**src/core/serial_port_pkg.sv**
```systemverilog
package serial_port_pkg;

  // ****************************************************************
  // Register map of the AXI4-Lite slave
  // ****************************************************************
  localparam logic [7:0] CTRL_OFFSET   = 8'h00;
  localparam logic [7:0] STATUS_OFFSET = 8'h04;
  localparam logic [7:0] RESA_OFFSET   = 8'h08;
  localparam logic [7:0] RESB_OFFSET   = 8'h0C;

  // ****************************************************************
  // Control register fields
  // ****************************************************************
  localparam int CTRL_CLK_SRC_BIT    = 0;
  localparam int CTRL_RD_TIMING_BIT  = 1;
  localparam int CTRL_CLK_INV_BIT    = 2;
  localparam int CTRL_STB_INV_BIT    = 3;
  localparam int CTRL_ORDER_BIT      = 4;
  localparam int CTRL_DIV_LSB        = 5;
  localparam int CTRL_SERIAL_BIT     = 7;
  localparam logic [31:0] CTRL_RESET = 32'h0000_0090;

  // ****************************************************************
  // Status register fields
  // ****************************************************************
  localparam int STAT_BUSY_BIT   = 0;
  localparam int STAT_EOC_BIT    = 1;
  localparam int STAT_LATE_BIT   = 2;
  localparam int STAT_ACTIVE_BIT = 3;

  // ****************************************************************
  // Timing counts
  // ****************************************************************
  localparam int WORD_BITS      = 32;
  localparam int CHAN_BITS      = 16;
  localparam int SCLK_HALF_BASE = 2;
  localparam int LSB_STRETCH    = 2;

  // Master shifter states.
  typedef enum logic [1:0] {
    M_IDLE,
    M_LOW,
    M_HIGH,
    M_DONE
  } master_state_e;

endpackage

```
**src/core/pin_sync.sv**
```systemverilog
`timescale 1ns/100ps

module pin_sync #(
  parameter int WIDTH = 1
) (
  // Clock and reset.
  input  wire logic             clk,
  input  wire logic             rst_b,
  input  wire logic             ce,
  // Pins.
  input  wire logic [WIDTH-1:0] async_in,
  output logic      [WIDTH-1:0] sync_out
);

  logic [WIDTH-1:0] meta_r;

  // Two stages; the first is read by the second only.
  always_ff @(posedge clk or negedge rst_b) begin
    if (!rst_b) begin
      meta_r   <= '0;
      sync_out <= '0;
    end else if (ce) begin
      meta_r   <= async_in;
      sync_out <= meta_r;
    end
  end

endmodule

```
**src/core/axil_regs.sv**
```systemverilog
`timescale 1ns/100ps

module axil_regs (
  // Clock and reset.
  input  wire logic        clk,
  input  wire logic        rst_b,
  input  wire logic        ce,
  // AXI4-Lite write channels.
  input  wire logic [7:0]  awaddr,
  input  wire logic        awvalid,
  output logic             awready,
  input  wire logic [31:0] wdata,
  input  wire logic [3:0]  wstrb,
  input  wire logic        wvalid,
  output logic             wready,
  output logic [1:0]       bresp,
  output logic             bvalid,
  input  wire logic        bready,
  // AXI4-Lite read channels.
  input  wire logic [7:0]  araddr,
  input  wire logic        arvalid,
  output logic             arready,
  output logic [31:0]      rdata,
  output logic [1:0]       rresp,
  output logic             rvalid,
  input  wire logic        rready,
  // Block side.
  output logic [31:0]      ctrl,
  input  wire logic [31:0] status,
  input  wire logic [15:0] res_a,
  input  wire logic [15:0] res_b
);

  typedef struct packed {
    logic        aw_have;
    logic [7:0]  aw_addr;
    logic        w_have;
    logic [31:0] w_data;
    logic [3:0]  w_strb;
    logic        bvalid;
    logic [1:0]  bresp;
    logic        rvalid;
    logic [31:0] rdata;
    logic [1:0]  rresp;
    logic [31:0] ctrl;
  } regs_s;

  regs_s st_r;
  regs_s st_nxt;

  // Ready while a slot is empty; one write and one read at a time.
  assign awready = !st_r.aw_have && !st_r.bvalid;
  assign wready  = !st_r.w_have && !st_r.bvalid;
  assign arready = !st_r.rvalid;
  assign bvalid  = st_r.bvalid;
  assign bresp   = st_r.bresp;
  assign rvalid  = st_r.rvalid;
  assign rdata   = st_r.rdata;
  assign rresp   = st_r.rresp;
  assign ctrl    = st_r.ctrl;

  // Address and data are taken in either order; the write lands with both.
  always_comb begin
    st_nxt = st_r;
    if (awvalid && awready) begin
      st_nxt.aw_have = 1'b1;
      st_nxt.aw_addr = awaddr;
    end
    if (wvalid && wready) begin
      st_nxt.w_have = 1'b1;
      st_nxt.w_data = wdata;
      st_nxt.w_strb = wstrb;
    end
    if (st_r.aw_have && st_r.w_have) begin
      st_nxt.aw_have = 1'b0;
      st_nxt.w_have  = 1'b0;
      st_nxt.bvalid  = 1'b1;
      st_nxt.bresp   = 2'h0;
      if (st_r.aw_addr[7:2] == serial_port_pkg::CTRL_OFFSET[7:2]) begin
        for (int i = 0; i < 4; i++) begin
          if (st_r.w_strb[i]) begin
            st_nxt.ctrl[i*8 +: 8] = st_r.w_data[i*8 +: 8];
          end
        end
      end else if (st_r.aw_addr[7:2] != serial_port_pkg::STATUS_OFFSET[7:2] &&
                   st_r.aw_addr[7:2] != serial_port_pkg::RESA_OFFSET[7:2] &&
                   st_r.aw_addr[7:2] != serial_port_pkg::RESB_OFFSET[7:2]) begin
        st_nxt.bresp = 2'h2;
      end
    end
    if (st_r.bvalid && bready) begin
      st_nxt.bvalid = 1'b0;
    end
    if (st_r.rvalid && rready) begin
      st_nxt.rvalid = 1'b0;
    end
    if (arvalid && arready) begin
      st_nxt.rvalid = 1'b1;
      st_nxt.rresp  = 2'h0;
      case (araddr[7:2])
        serial_port_pkg::CTRL_OFFSET[7:2]:   st_nxt.rdata = st_r.ctrl;
        serial_port_pkg::STATUS_OFFSET[7:2]: st_nxt.rdata = status;
        serial_port_pkg::RESA_OFFSET[7:2]:   st_nxt.rdata = {16'h0000, res_a};
        serial_port_pkg::RESB_OFFSET[7:2]:   st_nxt.rdata = {16'h0000, res_b};
        default: begin
          st_nxt.rdata = 32'h0000_0000;
          st_nxt.rresp = 2'h2;
        end
      endcase
    end
  end

  // State register.
  always_ff @(posedge clk or negedge rst_b) begin
    if (!rst_b) begin
      st_r      <= '0;
      st_r.ctrl <= serial_port_pkg::CTRL_RESET;
    end else if (ce) begin
      st_r <= st_nxt;
    end
  end

endmodule

```
**src/core/adc_serial_result_port.sv**
```systemverilog
`timescale 1ns/100ps


module adc_serial_result_port #(
  parameter int HALF_BASE = serial_port_pkg::SCLK_HALF_BASE
) (
  // Clock, enable and reset.
  input  wire logic        clk,
  input  wire logic        rst_b,
  input  wire logic        ce,
  // AXI4-Lite register bus.
  input  wire logic [7:0]  awaddr,
  input  wire logic        awvalid,
  output logic             awready,
  input  wire logic [31:0] wdata,
  input  wire logic [3:0]  wstrb,
  input  wire logic        wvalid,
  output logic             wready,
  output logic [1:0]       bresp,
  output logic             bvalid,
  input  wire logic        bready,
  input  wire logic [7:0]  araddr,
  input  wire logic        arvalid,
  output logic             arready,
  output logic [31:0]      rdata,
  output logic [1:0]       rresp,
  output logic             rvalid,
  input  wire logic        rready,
  // Conversion engine, same clock.
  input  wire logic        conv_busy,
  input  wire logic        conv_eoc_n,
  input  wire logic        result_valid,
  input  wire logic [15:0] result_a,
  input  wire logic [15:0] result_b,
  // Serial pins.
  input  wire logic        chip_select_n,
  input  wire logic        read_enable_n,
  input  wire logic        read_timing_select_chain_input,
  input  wire logic        sclk_in,
  output logic             sclk_out,
  output logic             sclk_oe,
  output logic             serial_data_out,
  output logic             serial_data_out_oe,
  output logic             valid_strobe,
  output logic             strobe_oe,
  output logic             busy,
  output logic             late_read_error
);

  // ****************************************************************
  // Parameter check
  // ****************************************************************
  initial begin
    // The slowest divider shifts the base left by three into an 8-bit count.
    if (HALF_BASE < 1 || HALF_BASE > 31) begin
      $error("HALF_BASE out of range");
    end
  end

  // ****************************************************************
  // Pin synchronisers and registers
  // ****************************************************************
  logic [3:0]  pins_s;
  logic [31:0] ctrl;
  logic [31:0] status;

  pin_sync #(
    .WIDTH (4)
  ) u_sync (
    .clk      (clk),
    .rst_b    (rst_b),
    .ce       (ce),
    .async_in ({chip_select_n, read_enable_n, read_timing_select_chain_input, sclk_in}),
    .sync_out (pins_s)
  );

  logic cs_n_s;
  logic rd_n_s;
  logic chain_s;
  logic sclk_s;
  assign cs_n_s  = pins_s[3];
  assign rd_n_s  = pins_s[2];
  assign chain_s = pins_s[1];
  assign sclk_s  = pins_s[0];

  typedef struct packed {
    logic                          sclk_q;
    logic [31:0]                   shreg;
    logic [31:0]                   prev;
    logic [5:0]                    bit_cnt;
    logic [7:0]                    div_cnt;
    serial_port_pkg::master_state_e mstate;
    logic                          mclk;
    logic                          mstb;
    logic                          hold_busy;
    logic                          word_ready;
    logic                          late;
    logic                          during;
    logic                          sdo;
    logic [15:0]                   cap_a;
    logic [15:0]                   cap_b;
    logic                          was_busy;
  } port_s;

  port_s st_r;
  port_s st_nxt;

  axil_regs u_regs (
    .clk     (clk),
    .rst_b   (rst_b),
    .ce      (ce),
    .awaddr  (awaddr),
    .awvalid (awvalid),
    .awready (awready),
    .wdata   (wdata),
    .wstrb   (wstrb),
    .wvalid  (wvalid),
    .wready  (wready),
    .bresp   (bresp),
    .bvalid  (bvalid),
    .bready  (bready),
    .araddr  (araddr),
    .arvalid (arvalid),
    .arready (arready),
    .rdata   (rdata),
    .rresp   (rresp),
    .rvalid  (rvalid),
    .rready  (rready),
    .ctrl    (ctrl),
    .status  (status),
    .res_a   (st_r.cap_a),
    .res_b   (st_r.cap_b)
  );

  // ****************************************************************
  // Control decode
  // ****************************************************************
  logic       slave_mode;
  logic       clk_inv;
  logic       stb_inv;
  logic       a_first;
  logic [1:0] divider;
  logic       serial_on;
  logic       during_sel;
  logic       enabled;

  assign slave_mode = ctrl[serial_port_pkg::CTRL_CLK_SRC_BIT];
  assign clk_inv    = ctrl[serial_port_pkg::CTRL_CLK_INV_BIT];
  assign stb_inv    = ctrl[serial_port_pkg::CTRL_STB_INV_BIT];
  assign a_first    = ctrl[serial_port_pkg::CTRL_ORDER_BIT];
  assign divider    = ctrl[serial_port_pkg::CTRL_DIV_LSB +: 2];
  assign serial_on  = ctrl[serial_port_pkg::CTRL_SERIAL_BIT];
  // The pin doubles as chain input, so it selects timing only in master mode.
  assign during_sel = slave_mode ? ctrl[serial_port_pkg::CTRL_RD_TIMING_BIT]
                                 : chain_s;
  assign enabled    = serial_on && !cs_n_s && !rd_n_s;

  // Half period of the master clock: divider in read-after-convert,
  // conversion-locked base with a stretch on the LSBs during conversion.
  logic [7:0] half_len;
  always_comb begin
    if (!st_r.during) begin
      half_len = 8'(HALF_BASE << divider);
    end else if (st_r.bit_cnt == 6'd15 || st_r.bit_cnt == 6'd31) begin
      half_len = 8'(HALF_BASE + serial_port_pkg::LSB_STRETCH);
    end else begin
      half_len = 8'(HALF_BASE);
    end
  end

  // Both edges of the host clock seen after synchronising. The clock must idle
  // low, since each fall shifts and the word MSB is taken on the first rise.
  logic s_rise;
  logic s_fall;
  assign s_rise = sclk_s && !st_r.sclk_q;
  assign s_fall = !sclk_s && st_r.sclk_q;

  logic conv_end;
  assign conv_end = st_r.was_busy && !conv_busy;

  // ****************************************************************
  // Shifter and mode sequencing
  // ****************************************************************
  always_comb begin
    st_nxt          = st_r;
    st_nxt.sclk_q   = sclk_s;
    st_nxt.was_busy = conv_busy;

    // New result: hold the word ordered by the channel select.
    if (result_valid) begin
      st_nxt.cap_a = result_a;
      st_nxt.cap_b = result_b;
      st_nxt.prev  = a_first ? {result_a, result_b}
                             : {result_b, result_a};
      st_nxt.word_ready = 1'b1;
    end

    // Late read: the old word was not fully clocked before the end.
    st_nxt.late = 1'b0;
    if (slave_mode && during_sel && conv_end &&
        st_r.bit_cnt != 6'd0 && st_r.bit_cnt < 6'(serial_port_pkg::WORD_BITS)) begin
      st_nxt.late = 1'b1;
    end

    if (slave_mode) begin
      st_nxt.mstate    = serial_port_pkg::M_IDLE;
      st_nxt.mclk      = 1'b0;
      st_nxt.mstb      = 1'b0;
      st_nxt.hold_busy = 1'b0;
      if (!enabled) begin
        st_nxt.bit_cnt = 6'd0;
      end else begin
        // Load at the start of a read window.
        if (st_r.bit_cnt == 6'd0 && !s_rise && !s_fall) begin
          st_nxt.shreg = during_sel ? st_r.prev
                                    : (a_first ? {st_r.cap_a, st_r.cap_b}
                                               : {st_r.cap_b, st_r.cap_a});
          st_nxt.sdo   = st_nxt.shreg[31];
        end
        if (s_fall) begin
          // Shift on the falling edge; in read-after-convert the chain bit fills the vacated slot on the next rise.
          st_nxt.sdo     = st_r.shreg[30];
          st_nxt.shreg   = {st_r.shreg[30:0], 1'b0};
          st_nxt.bit_cnt = 6'(st_r.bit_cnt + 6'd1);
        end
        // The first rise comes before any shift, so the word LSB must not be overwritten.
        if (s_rise && !during_sel && st_r.bit_cnt != 6'd0) begin
          st_nxt.shreg[0] = chain_s;
        end
      end
    end else begin
      case (st_r.mstate)
        serial_port_pkg::M_IDLE: begin
          st_nxt.mclk = 1'b0;
          st_nxt.mstb = 1'b0;
          if (serial_on && (during_sel ? conv_busy && st_r.word_ready
                                       : result_valid)) begin
            st_nxt.during    = during_sel;
            st_nxt.shreg     = during_sel ? st_r.prev : st_nxt.prev;
            st_nxt.sdo       = st_nxt.shreg[31];
            st_nxt.bit_cnt   = 6'd0;
            st_nxt.div_cnt   = 8'd0;
            st_nxt.mstb      = 1'b1;
            st_nxt.hold_busy = !during_sel;
            st_nxt.mstate    = serial_port_pkg::M_LOW;
          end
        end
        serial_port_pkg::M_LOW: begin
          st_nxt.div_cnt = 8'(st_r.div_cnt + 8'd1);
          if (st_r.div_cnt + 8'd1 >= half_len) begin
            st_nxt.div_cnt = 8'd0;
            st_nxt.mclk    = 1'b1;
            st_nxt.mstate  = serial_port_pkg::M_HIGH;
          end
        end
        serial_port_pkg::M_HIGH: begin
          st_nxt.div_cnt = 8'(st_r.div_cnt + 8'd1);
          if (st_r.div_cnt + 8'd1 >= half_len) begin
            // Data changes with the falling edge, so it stands for a whole period around the rise.
            st_nxt.div_cnt = 8'd0;
            st_nxt.mclk    = 1'b0;
            st_nxt.shreg   = {st_r.shreg[30:0], 1'b0};
            st_nxt.sdo     = st_r.shreg[30];
            st_nxt.bit_cnt = 6'(st_r.bit_cnt + 6'd1);
            if (st_r.during && (st_r.bit_cnt == 6'd15)) begin
              st_nxt.mstb = 1'b0;
            end else if (st_r.during && st_r.bit_cnt == 6'd16) begin
              st_nxt.mstb = 1'b1;
            end
            if (st_r.bit_cnt == 6'(serial_port_pkg::WORD_BITS - 1)) begin
              st_nxt.mstb       = 1'b0;
              st_nxt.hold_busy  = 1'b0;
              st_nxt.word_ready = 1'b0;
              st_nxt.mstate     = serial_port_pkg::M_DONE;
            end else begin
              st_nxt.mstate = serial_port_pkg::M_LOW;
            end
          end
        end
        serial_port_pkg::M_DONE: begin
          if (!conv_busy) begin
            st_nxt.mstate = serial_port_pkg::M_IDLE;
          end
        end
        default: begin
          st_nxt.mstate = serial_port_pkg::M_IDLE;
        end
      endcase
    end
  end

  // State register; clock enable freezes everything.
  always_ff @(posedge clk or negedge rst_b) begin
    if (!rst_b) begin
      st_r <= '0;
    end else if (ce) begin
      st_r <= st_nxt;
    end
  end

  // ****************************************************************
  // Pin drive
  // ****************************************************************
  assign serial_data_out = st_r.sdo;
  assign serial_data_out_oe        = enabled;
  assign sclk_out        = st_r.mclk ^ clk_inv;
  assign sclk_oe         = enabled && !slave_mode;
  assign valid_strobe    = st_r.mstb ^ stb_inv;
  assign strobe_oe       = enabled && !slave_mode;
  assign busy            = conv_busy || st_r.hold_busy;
  assign late_read_error = st_r.late;

  assign status = {28'h0000000,
                   st_r.mstate != serial_port_pkg::M_IDLE,
                   st_r.late,
                   conv_eoc_n,
                   busy};

endmodule

```
**config.mk**
```make
export PLATFORM = sky130hd
export DESIGN_NAME = adc_serial_result_port
export DESIGN_NICKNAME = d
export VERILOG_FILES = /design/src/core/serial_port_pkg.sv /design/src/core/pin_sync.sv /design/src/core/axil_regs.sv /design/src/core/adc_serial_result_port.sv
export SDC_FILE = /design/constraint.sdc
export NUM_CORES = 1
export LEC_CHECK = 0
export BUFFER_PORTS_ARGS = -buffer_cell sky130_fd_sc_hd__buf_2
export CORE_MARGIN = 2
export CORE_UTILIZATION = 25
export DETAILED_ROUTE_END_ITERATION = 10
export PLACE_DENSITY_LB_ADDON = 0.05
export SYNTH_ARGS = -nofsm -noshare
export SYNTH_HDL_FRONTEND = slang
export SYNTH_SLANG_ARGS = --single-unit
export TNS_END_PERCENT = 30
```
**constraint.sdc**
```tcl
create_clock -name clk -period 3.1 [get_ports clk]
set_input_delay 0.155 -clock clk [delete_from_list [all_inputs] [get_ports clk]]
set_output_delay 0.155 -clock clk [all_outputs]
set_load 0.02 [all_outputs]
```
Word-level counts from Yosys, hierarchy flattened
Index checks and enable logic that the tools add are counted.
{"block": "word_totals", "ff_bits": 244, "latchBits": 0, "ram_bits": 0, "mem_bits_ro": 0, "in_bits": 99, "out_inout_bits": 49, "wordCells": 201, "memories": 0}
{"block": "op_classes", "n_addsub": 2, "mul": 0, "n_div": 0, "order_cmp": 2, "eq_ne": 23, "n_shift": 1, "n_mux": 58, "n_bitwise": 3, "reduce_logical": 79}
{"cell": "31-bit 2-to-1 mux", "n": 6}
{"cell": "32-bit 2-to-1 mux", "n": 5}
{"cell": "32-bit case mux with 4 select lines", "n": 1}
{"cell": "31-bit case mux with 2 select lines", "n": 1}
{"cell": "37-bit 2-to-1 mux", "n": 1}
{"cell": "35-bit 2-to-1 mux", "n": 1}
{"cell": "4-bit AND reduction", "n": 8}
{"cell": "1-bit logical AND", "n": 28}
{"cell": "8-bit case mux with 3 select lines", "n": 1}
{"cell": "20-bit 2-to-1 mux", "n": 1}
{"cell": "1-bit 2-to-1 mux", "n": 19}
{"cell": "6-bit logical NOT", "n": 3}
{"cell": "6-bit 2-to-1 mux", "n": 3}
{"cell": "2-bit AND reduction", "n": 9}
{"cell": "16-bit 2-to-1 mux", "n": 1}
{"cell": "3-bit by 2-bit inequality test with 1-bit output, second input constant", "n": 5}
{"cell": "5-bit AND reduction", "n": 3}
{"cell": "1-bit logical NOT", "n": 13}
{"cell": "6-bit by 2-bit equality test with 1-bit output, second input constant", "n": 2}
{"cell": "6-bit by 5-bit equality test with 1-bit output, second input constant", "n": 2}
{"cell": "2-bit 2-to-1 mux", "n": 6}
{"cell": "6-bit by 2-bit inequality test with 1-bit output, second input constant", "n": 2}
{"cell": "6-bit case mux with 2 select lines", "n": 1}
{"cell": "6-bit AND reduction", "n": 2}
{"cell": "32 further kinds", "n": 44}

Longest topological paths before layout
Gate-level depths: netlist of the first run.
{"block": "logic_depth", "depth_word": 10, "mapped_depth": 12}

Cells and area by module
A second synthesis of the first run with hierarchy kept.
{"block": "unflattened", "hier_cells": 1144, "area_unflattened_um2": 12839.8}
{"module": "adc_serial_result_port", "n_inst": 1, "cells_per_inst": 743, "area_each_um2": 7140.6, "seq_area_each_um2": 3002.9}
{"module": "axil_regs", "n_inst": 1, "cells_per_inst": 384, "area_each_um2": 5367.6, "seq_area_each_um2": 2805.2}
{"module": "pin_sync", "n_inst": 1, "cells_per_inst": 17, "area_each_um2": 331.6, "seq_area_each_um2": 200.2}

Least setup slack after synthesis of the first run
No wires, ideal clock.
{"block": "synth_path", "path_kind": "register to register", "startpoint": "reg st_r[51] in the netlist's numbering", "endpoint": "reg st_r[54] in the netlist's numbering", "setup_time_ns": 0.126, "arrival_time_ns": 2.517, "required_ns": 2.974, "slack_ns": 0.457, "path_stages_with_launch": 13, "n_path_buf": 1, "period_less_slack_ns": 2.643, "cell_sequence": "dfrtp_1 > ha_1 > nand3_1 > nor2_1 > a21oi_1 > ha_1 > a21boi_1 > o22ai_1 > nor2_1 > nand3_2 > buf_2 > o211a_1 > a221o_1"}
{"block": "synth_between", "elab_chain_cells": 7, "word_cells_on_any_way": 14, "cone_classes": "1 x add/sub; 1 x order compare; 3 x eq/ne; 7 x mux; 2 x reduce/logical"}
{"item": "start: declaration", "line": "adc_serial_result_port.sv:105", "rtl": "port_s st_r;"}
{"item": "start signal: assignment", "line": "adc_serial_result_port.sv:297", "rtl": "st_r <= st_nxt;"}
{"item": "6-bit by 4-bit equality test with 1-bit output / 6-bit by 5-bit equality test with 1-bit output (equally long branches)", "line": "adc_serial_result_port.sv:164", "rtl": "end else if (st_r.bit_cnt == 6'd15 || st_r.bit_cnt == 6'd31) begin"}
{"item": "1-bit logical OR", "line": "adc_serial_result_port.sv:164"}
{"item": "3-bit 2-to-1 mux", "line": "adc_serial_result_port.sv:164"}
{"item": "8-bit 2-to-1 mux", "line": "adc_serial_result_port.sv:162", "rtl": "if (!st_r.during) begin"}
{"item": "8-bit greater-or-equal comparator", "line": "adc_serial_result_port.sv:258", "rtl": "if (st_r.div_cnt + 8'd1 >= half_len) begin"}
{"item": "3-bit by 2-bit inequality test with 1-bit output (no line)"}
{"item": "5-bit AND reduction (no line)"}
Parallel ways exist; a longest one is shown, timed or not. The select of a mux whose other input is x is not followed.
A chain may end at the register's enable or synchronous reset.

Worst setup path after layout of the first run
{"block": "layout_path", "startpoint": "reg st_r[50] in the netlist's numbering", "endpoint": "reg st_r[118] in the netlist's numbering"}
{"block": "layout_between", "elab_chain_cells": 7, "word_cells_on_any_way": 12, "cone_classes": "1 x order compare; 4 x eq/ne; 2 x mux; 5 x reduce/logical"}
{"item": "6-bit by 4-bit equality test with 1-bit output / 6-bit by 5-bit equality test with 1-bit output (equally long branches)", "line": "adc_serial_result_port.sv:164"}
{"item": "1-bit logical OR", "line": "adc_serial_result_port.sv:164"}
{"item": "3-bit 2-to-1 mux", "line": "adc_serial_result_port.sv:164"}
{"item": "8-bit 2-to-1 mux", "line": "adc_serial_result_port.sv:162"}
{"item": "8-bit greater-or-equal comparator", "line": "adc_serial_result_port.sv:258"}
{"item": "3-bit by 2-bit inequality test with 1-bit output (no line)"}
{"item": "6-bit AND reduction (no line) *"}
Mark *: on every way between the ends. The rest lies on a longest branch, timed or not.

==> results summary, run 1 <==
The final number of setup-violating endpoints came out at 0. The maximum root-to-sink buffer count came out at 3. TritonCTS built the clock tree. The gate count of the mapped netlist came out at 1202. The signal on the critical path passes through ha_1 -> nand3_1 -> nor2_4 -> a21oi_1 -> ha_1 -> a21boi_1 -> o22ai_1 -> nor2_2 -> nand3_2 -> o211ai_4 -> buf_12 -> mux2_1. Based on the critical path, the design can be clocked at up to 349 MHz. The share of flip-flops with an asynchronous set or reset after synthesis is 1.00. The length of routed met3 wiring is 1.78 mm. The power per cell area is 743 nW/um^2. The number of DRC markers in iteration 0 is 423. Compared with the post-synthesis result, the final layout area differs by 26.4%. Cell internal power was estimated by the tool at 7.83 mW. In this run the most critical hold path is launched from conv_eoc_n. The number of antenna cells inserted came out at 0.

The count of vias placed by the detailed router came out at 9565. For this run, the register share of the synthesized area comes to 0.481. The detailed-routed wire length on met2 is 17.7 mm. The cell count of the worst hold path came out at 3.

By area the synthesized netlist is led by dfrtp_1 (48%), mux2i_1 (8.3%), mux2_2 (7.7%), o21ai_0 (3.9%), nand2_1 (3.7%). The worst setup path is launched from a flop. Sorting the synthesized cells by how often they occur yields dfrtp_1 (238), nand2_1 (124), mux2i_1 (103). The HPWL after detailed placement is 26.9 mm.

The number of routed nets with antenna violations came out at 0. The critical register-to-register path startpoint is st_r[50]$_DFFE_PN0P_. The CTS H-tree depth is 1. The count of buffers added on input and output ports is 141. After routing, the total negative slack on setup checks comes to 0 ps.

Clock-pin slew was measured on the worst setup and hold paths at 60 ps. Counting both buffers and inverters, the worst setup path holds a total of 1. The count of endpoints failing hold in the final timing report came out at 0. 148 I/O pins were placed. The first global-routing pass estimated 62.1 mm of wire. In the routed layout, each cell is associated on average with a via count of 4.62.

The number of antenna violations at the first check in global routing is 0. In this run the worst hold path is classified as in2reg. The endpoint identified for the worst register-to-register timing path is st_r[118]$_DFFE_PN0P_.

The worst vdd rail ir drop is 0.000482 V. The worst endpoint required time came out at 3540 ps. The largest stage delay on the critical path came out at 370 ps. The detailed router used layers up to and including met4. At the worst endpoint, the arrival time is 3310 ps.

The routed length per placed instance came out at 19.2 um. Fill cells in the final layout number 5112. The synthesized area per cell is 10.4 um^2. The count of standard-cell rows is 81.

The share of total power dissipated in sequential elements is 0.383. The share of synthesized area in the top cell type comes to 0.477. The number of buffers inserted during clock tree synthesis came out at 31. The synthesized netlist contains 64 unique library cells. The worst hold path terminates at u_regs.rdata[1]$_DFFE_PN0P_. The routed metal-1 wirelength came out at 19.4 mm. The via count of the first global-routing pass is 9923. The overall die height came out at 228 um. The synthesis warning total is 0. For this design, the sink count on the clock tree is 240.

The most numerous cell type found on the critical path is ha_1. The analysis attributes to cell leakage a power of 7.06 nW. The number of nets in the layout came out at 1491. Grouping stages by cell kind, the critical path spends the most delay in simple AND/OR/NAND/NOR gates. The largest driver fanout on the critical path is 25.

The power share of the clock group is 0.329. The most used flip-flop cell after synthesis is dfrtp_1. The insertion delay of the later-clocked pin in the worst-skew pair is 590 ps.

The share of final-layout standard cells stronger than drive strength 1 is 0.244. The overall routed net length came out at 39.6 mm. The max-slew violation count was 0.

The run finished with clean final reports. The core region is 49200 um^2. The actual slew at the worst max-slew pin is 850 ps. Max-cap violations in this run came to 0.

Setup repair after global routing left no endpoint under its margin. The register-to-register path setup slack is 230 ps. The pin count of the biggest net entering global routing is 80.

The effective utilization at floorplan came out at 0.254. The number of remaining DRC errors is 0. The slowest stage of the critical path is the dfrtp_1 cell.

The biggest area contributor in the post-synthesis netlist is dfrtp_1. The area enclosed by the die boundary came out at 51800 um^2. For this run, the total global-route usage over all layers was measured as 0.156. The worst setup path is captured at a flop.

The final non-filler cell total is 2069. The flip-flop and latch count after synthesis came out at 240. The width of the die came out at 228 um. The root buffer cell chosen for the clock tree is clkbuf_16. Across the whole layout, storage elements account for 6010 um^2. The number of post-CTS setup repair buffers is 0. Of the total power, combinational logic draws 0.288. For this design the total switching power over the nets is 3.90 mW. The pre-antenna-repair detailed-routing pass consisted of 5 iterations. Dividing the final minimum period by the clock period gives 0.925. The area of the mapped netlist came out at 12500 um^2. The area of the multi-input gates is 5780 um^2.

The synthesized design contains 0 enable-type register cells. The number of placed instances, taps included, is 1928. At the end of routability-driven placement, the weighted congestion stood at 0.772. The proportion of total power due to net switching is 0.333. The setup skew after layout is 30.6 ps. The headroom to the max-slew limit is 0.428. The final global-route overflow total came out at 0. The worst setup path is of the reg2reg kind. The cell with the most instances after synthesis is dfrtp_1. The minimum period implied by the final worst setup slack is 2870 ps. The worst register-to-register path has a depth of 12.
layout make-up:
cell class              instances  area share
well taps                     664      0.0526
flip-flops and latches        240       0.381
repair buffers                265       0.122
clock buffers                  51      0.0628
multi-input cells             804       0.366
clock inverters                 6     0.00705
inverters                      39     0.00927
tightest hold or removal path: cells and delay by family:
family / cells / cell delay (ps)
AOI/OAI and AO/OA: 1 / 120
muxes: 1 / 240
buffers and inverters: 1 / 80
placed cells by master (no fill, tap or decap), types with 4 or more instances in the layout:
cell / count
nand3_1: 37
o211ai_1: 24
mux2i_1: 102
a21o_1: 4
a31oi_1: 7
o221ai_1: 7
a22o_1: 34
mux2_2: 85
dlygate4sd3_1: 84
dfrtp_1: 237
a21oi_1: 47
clkbuf_16: 31
buf_2: 140
nor2_1: 53
a211oi_1: 9
and2_1: 5
o21ai_1: 31
mux2_1: 41
o21ai_0: 97
mux4_2: 4
and3_1: 9
clkbuf_8: 14
nor3_1: 4
ha_1: 11
clkbuf_1: 6
nand2_1: 123
buf_12: 5
buf_4: 35
inv_1: 37
power groups by stage:
stage          logic [mW]  registers, mW  clock network, mW
6_report             3.38           4.49               3.86
5_1_grt              3.79           4.61               4.16
4_1_cts              3.44           4.50               4.00
3_5_place_dp         3.33           4.55                  0
3_3_place_gp         3.31           4.54                  0
2_1_floorplan        2.36           4.34                  0
state kept, by name, summed over array words and instances, names as in the netlist:
| name | count |
|---|---|
| u_regs.rresp | 1 |
| u_regs.bvalid | 1 |
| u_sync.meta_r | 4 |
| u_regs.rdata | 32 |
| u_regs.ctrl | 32 |
| u_regs.bresp | 1 |
| serial_data_out | 1 |
| late_read_error | 1 |
| st_r | 118 |
| u_sync.sync_out | 4 |
| u_regs.st_r | 44 |
| u_regs.rvalid | 1 |
per-stage QoR:
| step | hold slack [ps] | power (mW) | instance area [um^2] | utilization | setup slack, ps |
|---|---|---|---|---|---|
| floorplan | -141 | 6.70 | 12500 | - | 457 |
| global placement | 200 | 7.85 | 13800 | 0.282 | 135 |
| detailed placement | 199 | 7.88 | 13800 | 0.282 | 120 |
| CTS | 27.6 | 11.9 | 15800 | 0.321 | 78.1 |
| global route | 52.5 | 12.6 | 15800 | 0.321 | 16.6 |
| finish | 46.1 | 11.7 | 15800 | 0.321 | 232 |
cells by family after synthesis:
| group | after synthesis | synth area share |
|---|---|---|
| AO/OA/AOI/OAI | 288 | 0.144 |
| multiplexers | 233 | 0.203 |
| adder cells (fa/ha/maj) | 11 | 0.0110 |
| flip-flops | 240 | 0.481 |
| AND/OR/NAND/NOR | 264 | 0.0949 |
| XOR/XNOR | 6 | 0.00481 |
| other | 1 | 0.000300 |
| buffers and inverters | 159 | 0.0606 |
layer usage:
| metal | track usage | vias up |
|---|---|---|
| li1 | - | 4621 |
| met3 | 0.0290 | 48 |
| met5 | 0 | - |
| met4 | 0.0388 | 0 |
| met1 | 0.222 | 4722 |
| met2 | 0.244 | 174 |
worst max path at each step:
stage / from / endpoint / depth (start not counted)
floorplan: st_r[51]$_DFFE_PN0P_ / st_r[54]$_DFFE_PN0P_ / 12
global placement: st_r[50]$_DFFE_PN0P_ / st_r[54]$_DFFE_PN0P_ / 12
detailed placement: st_r[50]$_DFFE_PN0P_ / st_r[54]$_DFFE_PN0P_ / 12
global route: st_r[50]$_DFFE_PN0P_ / st_r[54]$_DFFE_PN0P_ / 12
CTS: st_r[50]$_DFFE_PN0P_ / st_r[118]$_DFFE_PN0P_ / 12
finish: st_r[50]$_DFFE_PN0P_ / st_r[118]$_DFFE_PN0P_ / 12
timing repair:
item,in CTS,in global routing
endpoints found under the hold margin,185,0
gates resized for setup,0,3
endpoints found under the setup margin,0,24
hold buffers,84,0
Power figures use the tool's default switching activity.
==> run 2: changes to the inputs <==
- CTS_BUF_LIST: unset -> sky130_fd_sc_hd__clkbuf_8
- SETUP_SLACK_MARGIN: unset -> 0.3
==> run 2 against run 1 <==
Hold slack gained 48 ps. Non-clock buffer count grew 16. Sequential cell count is the same. Sequential power is essentially flat. Register-to-register slack gained 99 ps. First-iteration DRC count grew 15%. Fmax grew 3.6%. Critical path type unchanged. Critical endpoint is now st_r[114]$_DFFE_PN0P_.
==> results summary, run 2 (synthesis gave the netlist of run 1 again) <==
The slowest stage of the critical path is the or4b_4 cell. The number of antenna violations at the first check in global routing came out at 1 (+1). The area of the multi-input gates is 5850 um^2 (+1.3%). The worst setup slack before clock tree synthesis is 120 ps (unchanged). The maximum frequency from static timing analysis is 361 MHz (+3.6%). The max-slew violation count is 0 (unchanged).

The width of the die came out at 228 um (unchanged). The power per cell area came out at 720 nW/um^2 (-3.1%). The overall die height was 228 um (unchanged).

The actual slew at the worst max-slew pin came out at 890 ps (+39.9 ps). The post-route clock period utilization came to 0.893 (-0.0319). The number of remaining DRC errors is 0 (unchanged). The number of routed nets with antenna violations is 0 (unchanged). The number of clock sinks came to 240 (unchanged). The area enclosed by the die boundary is 51800 um^2 (unchanged). The share of final-layout standard cells stronger than drive strength 1 is 0.268 (+0.0234). The HPWL after detailed placement is 26.9 mm (unchanged). Setup repair after global routing could not meet its margin everywhere. The count of standard-cell rows came out at 81 (unchanged). The number of buffers inserted by port buffering was 141 (unchanged). The largest stage delay on the critical path is 540 ps (+170 ps).

The run finished with clean final reports. In the layout the commonest cells are dfrtp_1 (236), buf_2 (140), nand2_1 (123). The maximum root-to-sink buffer count is 3 (unchanged). The effective utilization at floorplan is 0.254 (unchanged).

The min-delay analysis places its worst path in the category in2async. The insertion delay of the later-clocked pin in the worst-skew pair is 630 ps (+40 ps). The critical path is of the reg2reg type. The worst endpoint data arrival time was 3250 ps (-60 ps).

The count of endpoints failing hold in the final timing report came out at 0 (unchanged). The worst-case setup margin in the final layout came out at 331 ps (+99.0 ps). Traced cell by cell, the critical path runs through buf_4 -> inv_1 -> ha_1 -> or4b_4 -> nor2_2 -> a21oi_1 -> o21ai_1 -> o211ai_4 -> buf_12 -> buf_12 -> mux2_4. The post-layout total power is 11.5 mW (-2.2%). The pin count of the biggest net entering global routing came out at 80 (unchanged). From synthesis to final layout, the design area changed by 27.6%. The cell chosen for the clock root is clkbuf_8. The library cell used most frequently in the layout, excluding fill and tap cells, is dfrtp_1. The sequential cell area was 6010 um^2 (about the same). The core box area is 49200 um^2 (unchanged). The fill cell total of the finished layout is 5135 (+0.45%). The clock tree from TritonCTS is yes.

The largest registers in the layout are st_r x118, u_regs.st_r x44. The static leakage came out at 7.24 nW (+2.6%). The final global-route overflow total came out at 0 (unchanged). The via count of the first global-routing pass came out at 10100 (+1.5%). The worst endpoint required time is 3580 ps (+40 ps). The setup skew after layout came out at 34.1 ps (+3.53 ps). The routability-driven placement congestion ratio came out at 0.772 (unchanged). The number of flip-flops in the largest register is 118 (unchanged). The cell seen most often among critical-path stages is buf_12. The detailed-routing iteration count for the pre-antenna-repair pass is 5 (unchanged).

The wire length of the first global-routing pass is 62.9 mm (+1.3%). The total routing resource utilization after global routing came out at 0.160 (+0.00407). The routed length per placed instance is 19.1 um (-0.35%).

The largest driver fanout on the critical path came out at 7 (-72%). The CTS H-tree depth was 2 (+1). The overall routed net length came out at 40.5 mm (+2.1%). The number of DRC markers in iteration 0 is 488 (+15%). STA classifies the critical path endpoint as a flop.

The number of buffers inserted during clock tree synthesis is 49 (+58%). The count of vias placed by the detailed router came out at 9757 (+2.0%). The headroom to the max-slew limit was 0.401 (-0.0268). The number of top-level design ports came out at 148 (unchanged). The clock slew seen by the registers of the worst setup and hold paths is 60 ps (about the same). The reported max-cap violation count is 0 (unchanged). st_r holds more flip-flops than any other register. The number of nets in the layout came to 1525 (+2.3%). The worst setup path is launched from a flop.

The minimum period implied by the final worst setup slack is 2770 ps (-99.0 ps). The final number of setup-violating endpoints came to 0 (unchanged). The worst vdd rail ir drop is 0.000330 V (-32%).

The via density per instance came out at 4.60 (-0.40%). The final-layout setup total negative slack came to 0 ps (unchanged).
run 2: changes by cell type in the layout (fill, tap and decap cells not counted), sizes merged:
cell | before | now
inv | 40 | 63
buf | 181 | 194
clkbuf | 51 | 62
clkinv | 1 | 5
bufinv | 3 | 0
dlygate4sd3 | 84 | 86
clkinvlp | 1 | 0
diode | 0 | 1
run 2: worst max-delay path: cells and delay by family, from the launching register on:
kind	cells	cell delay [ps]
AOI/OAI and AO/OA	3	500
adders and majority gates	1	170
buffers and inverters	4	540
DFF	1	420
muxes	1	300
and+or+nand+nor	2	680
run 2: metrics by stage:
step	hold slack, ps	area (um^2)	utilization	cells
6_report	94.1	15900	0.324	2119
5_1_grt	92.4	15900	0.324	2119
4_1_cts	38.5	15800	0.322	2112
3_5_place_dp	199	13800	0.282	1928
3_3_place_gp	200	13800	0.282	1928
2_1_floorplan	-141	12500	-	1203
run 2: final timing paths:
| path | start | endpoint | slack [ps] | depth (start not counted) |
|---|---|---|---|---|
| max in group asynchronous | rst_b | st_r[72]$_DFFE_PN0P_ | 2090 | 3 |
| hold reg to reg | u_regs.ctrl[27]$_DFFE_PN0P_ | u_regs.rdata[27]$_DFFE_PN0P_ | 480 | 1 |
| hold / removal | rst_b | u_regs.st_r[94]$_DFFE_PN0P_ | 90 | 2 |
| setup / recovery | st_r[50]$_DFFE_PN0P_ | st_r[114]$_DFFE_PN0P_ | 330 | 11 |
| min in group clk | awvalid | u_regs.st_r[115]$_DFFE_PN0P_ | 100 | 3 |
| setup reg to reg | st_r[50]$_DFFE_PN0P_ | st_r[114]$_DFFE_PN0P_ | 330 | 11 |
run 2: repair_timing:
item	CTS	global route
pin swaps	6	9
cloned	2	1
hold buffers	86	0
endpoints found under the hold margin	192	0
endpoints found under the setup margin	37	39
gates resized for setup	6	16
setup buffers	6	5
run 2: cell type report:
type | instances | area share
diodes | 1 | 0.000157
flip-flops and latches | 240 | 0.377
inverters | 39 | 0.00918
multi-input cells | 804 | 0.367
repair buffers | 281 | 0.133
well taps | 664 | 0.0521
clock inverters | 29 | 0.00800
clock buffers | 61 | 0.0527
run 2: power by group:
group | switching (mW) | internal [mW] | leakage, nW
clock | 1.51 | 1.77 | 0.586
sequential | 0.573 | 3.92 | 3.01
combinational | 1.96 | 1.74 | 3.64
total | 4.05 | 7.43 | 7.24
run 2: layer usage:
layer  wire length, um  GRT usage  up-vias
li1                  -          -     4716
met5                 0          0        -
met3              2000     0.0339       63
met4              1030     0.0548        0
met1             19400      0.225     4773
met2             18000      0.244      205
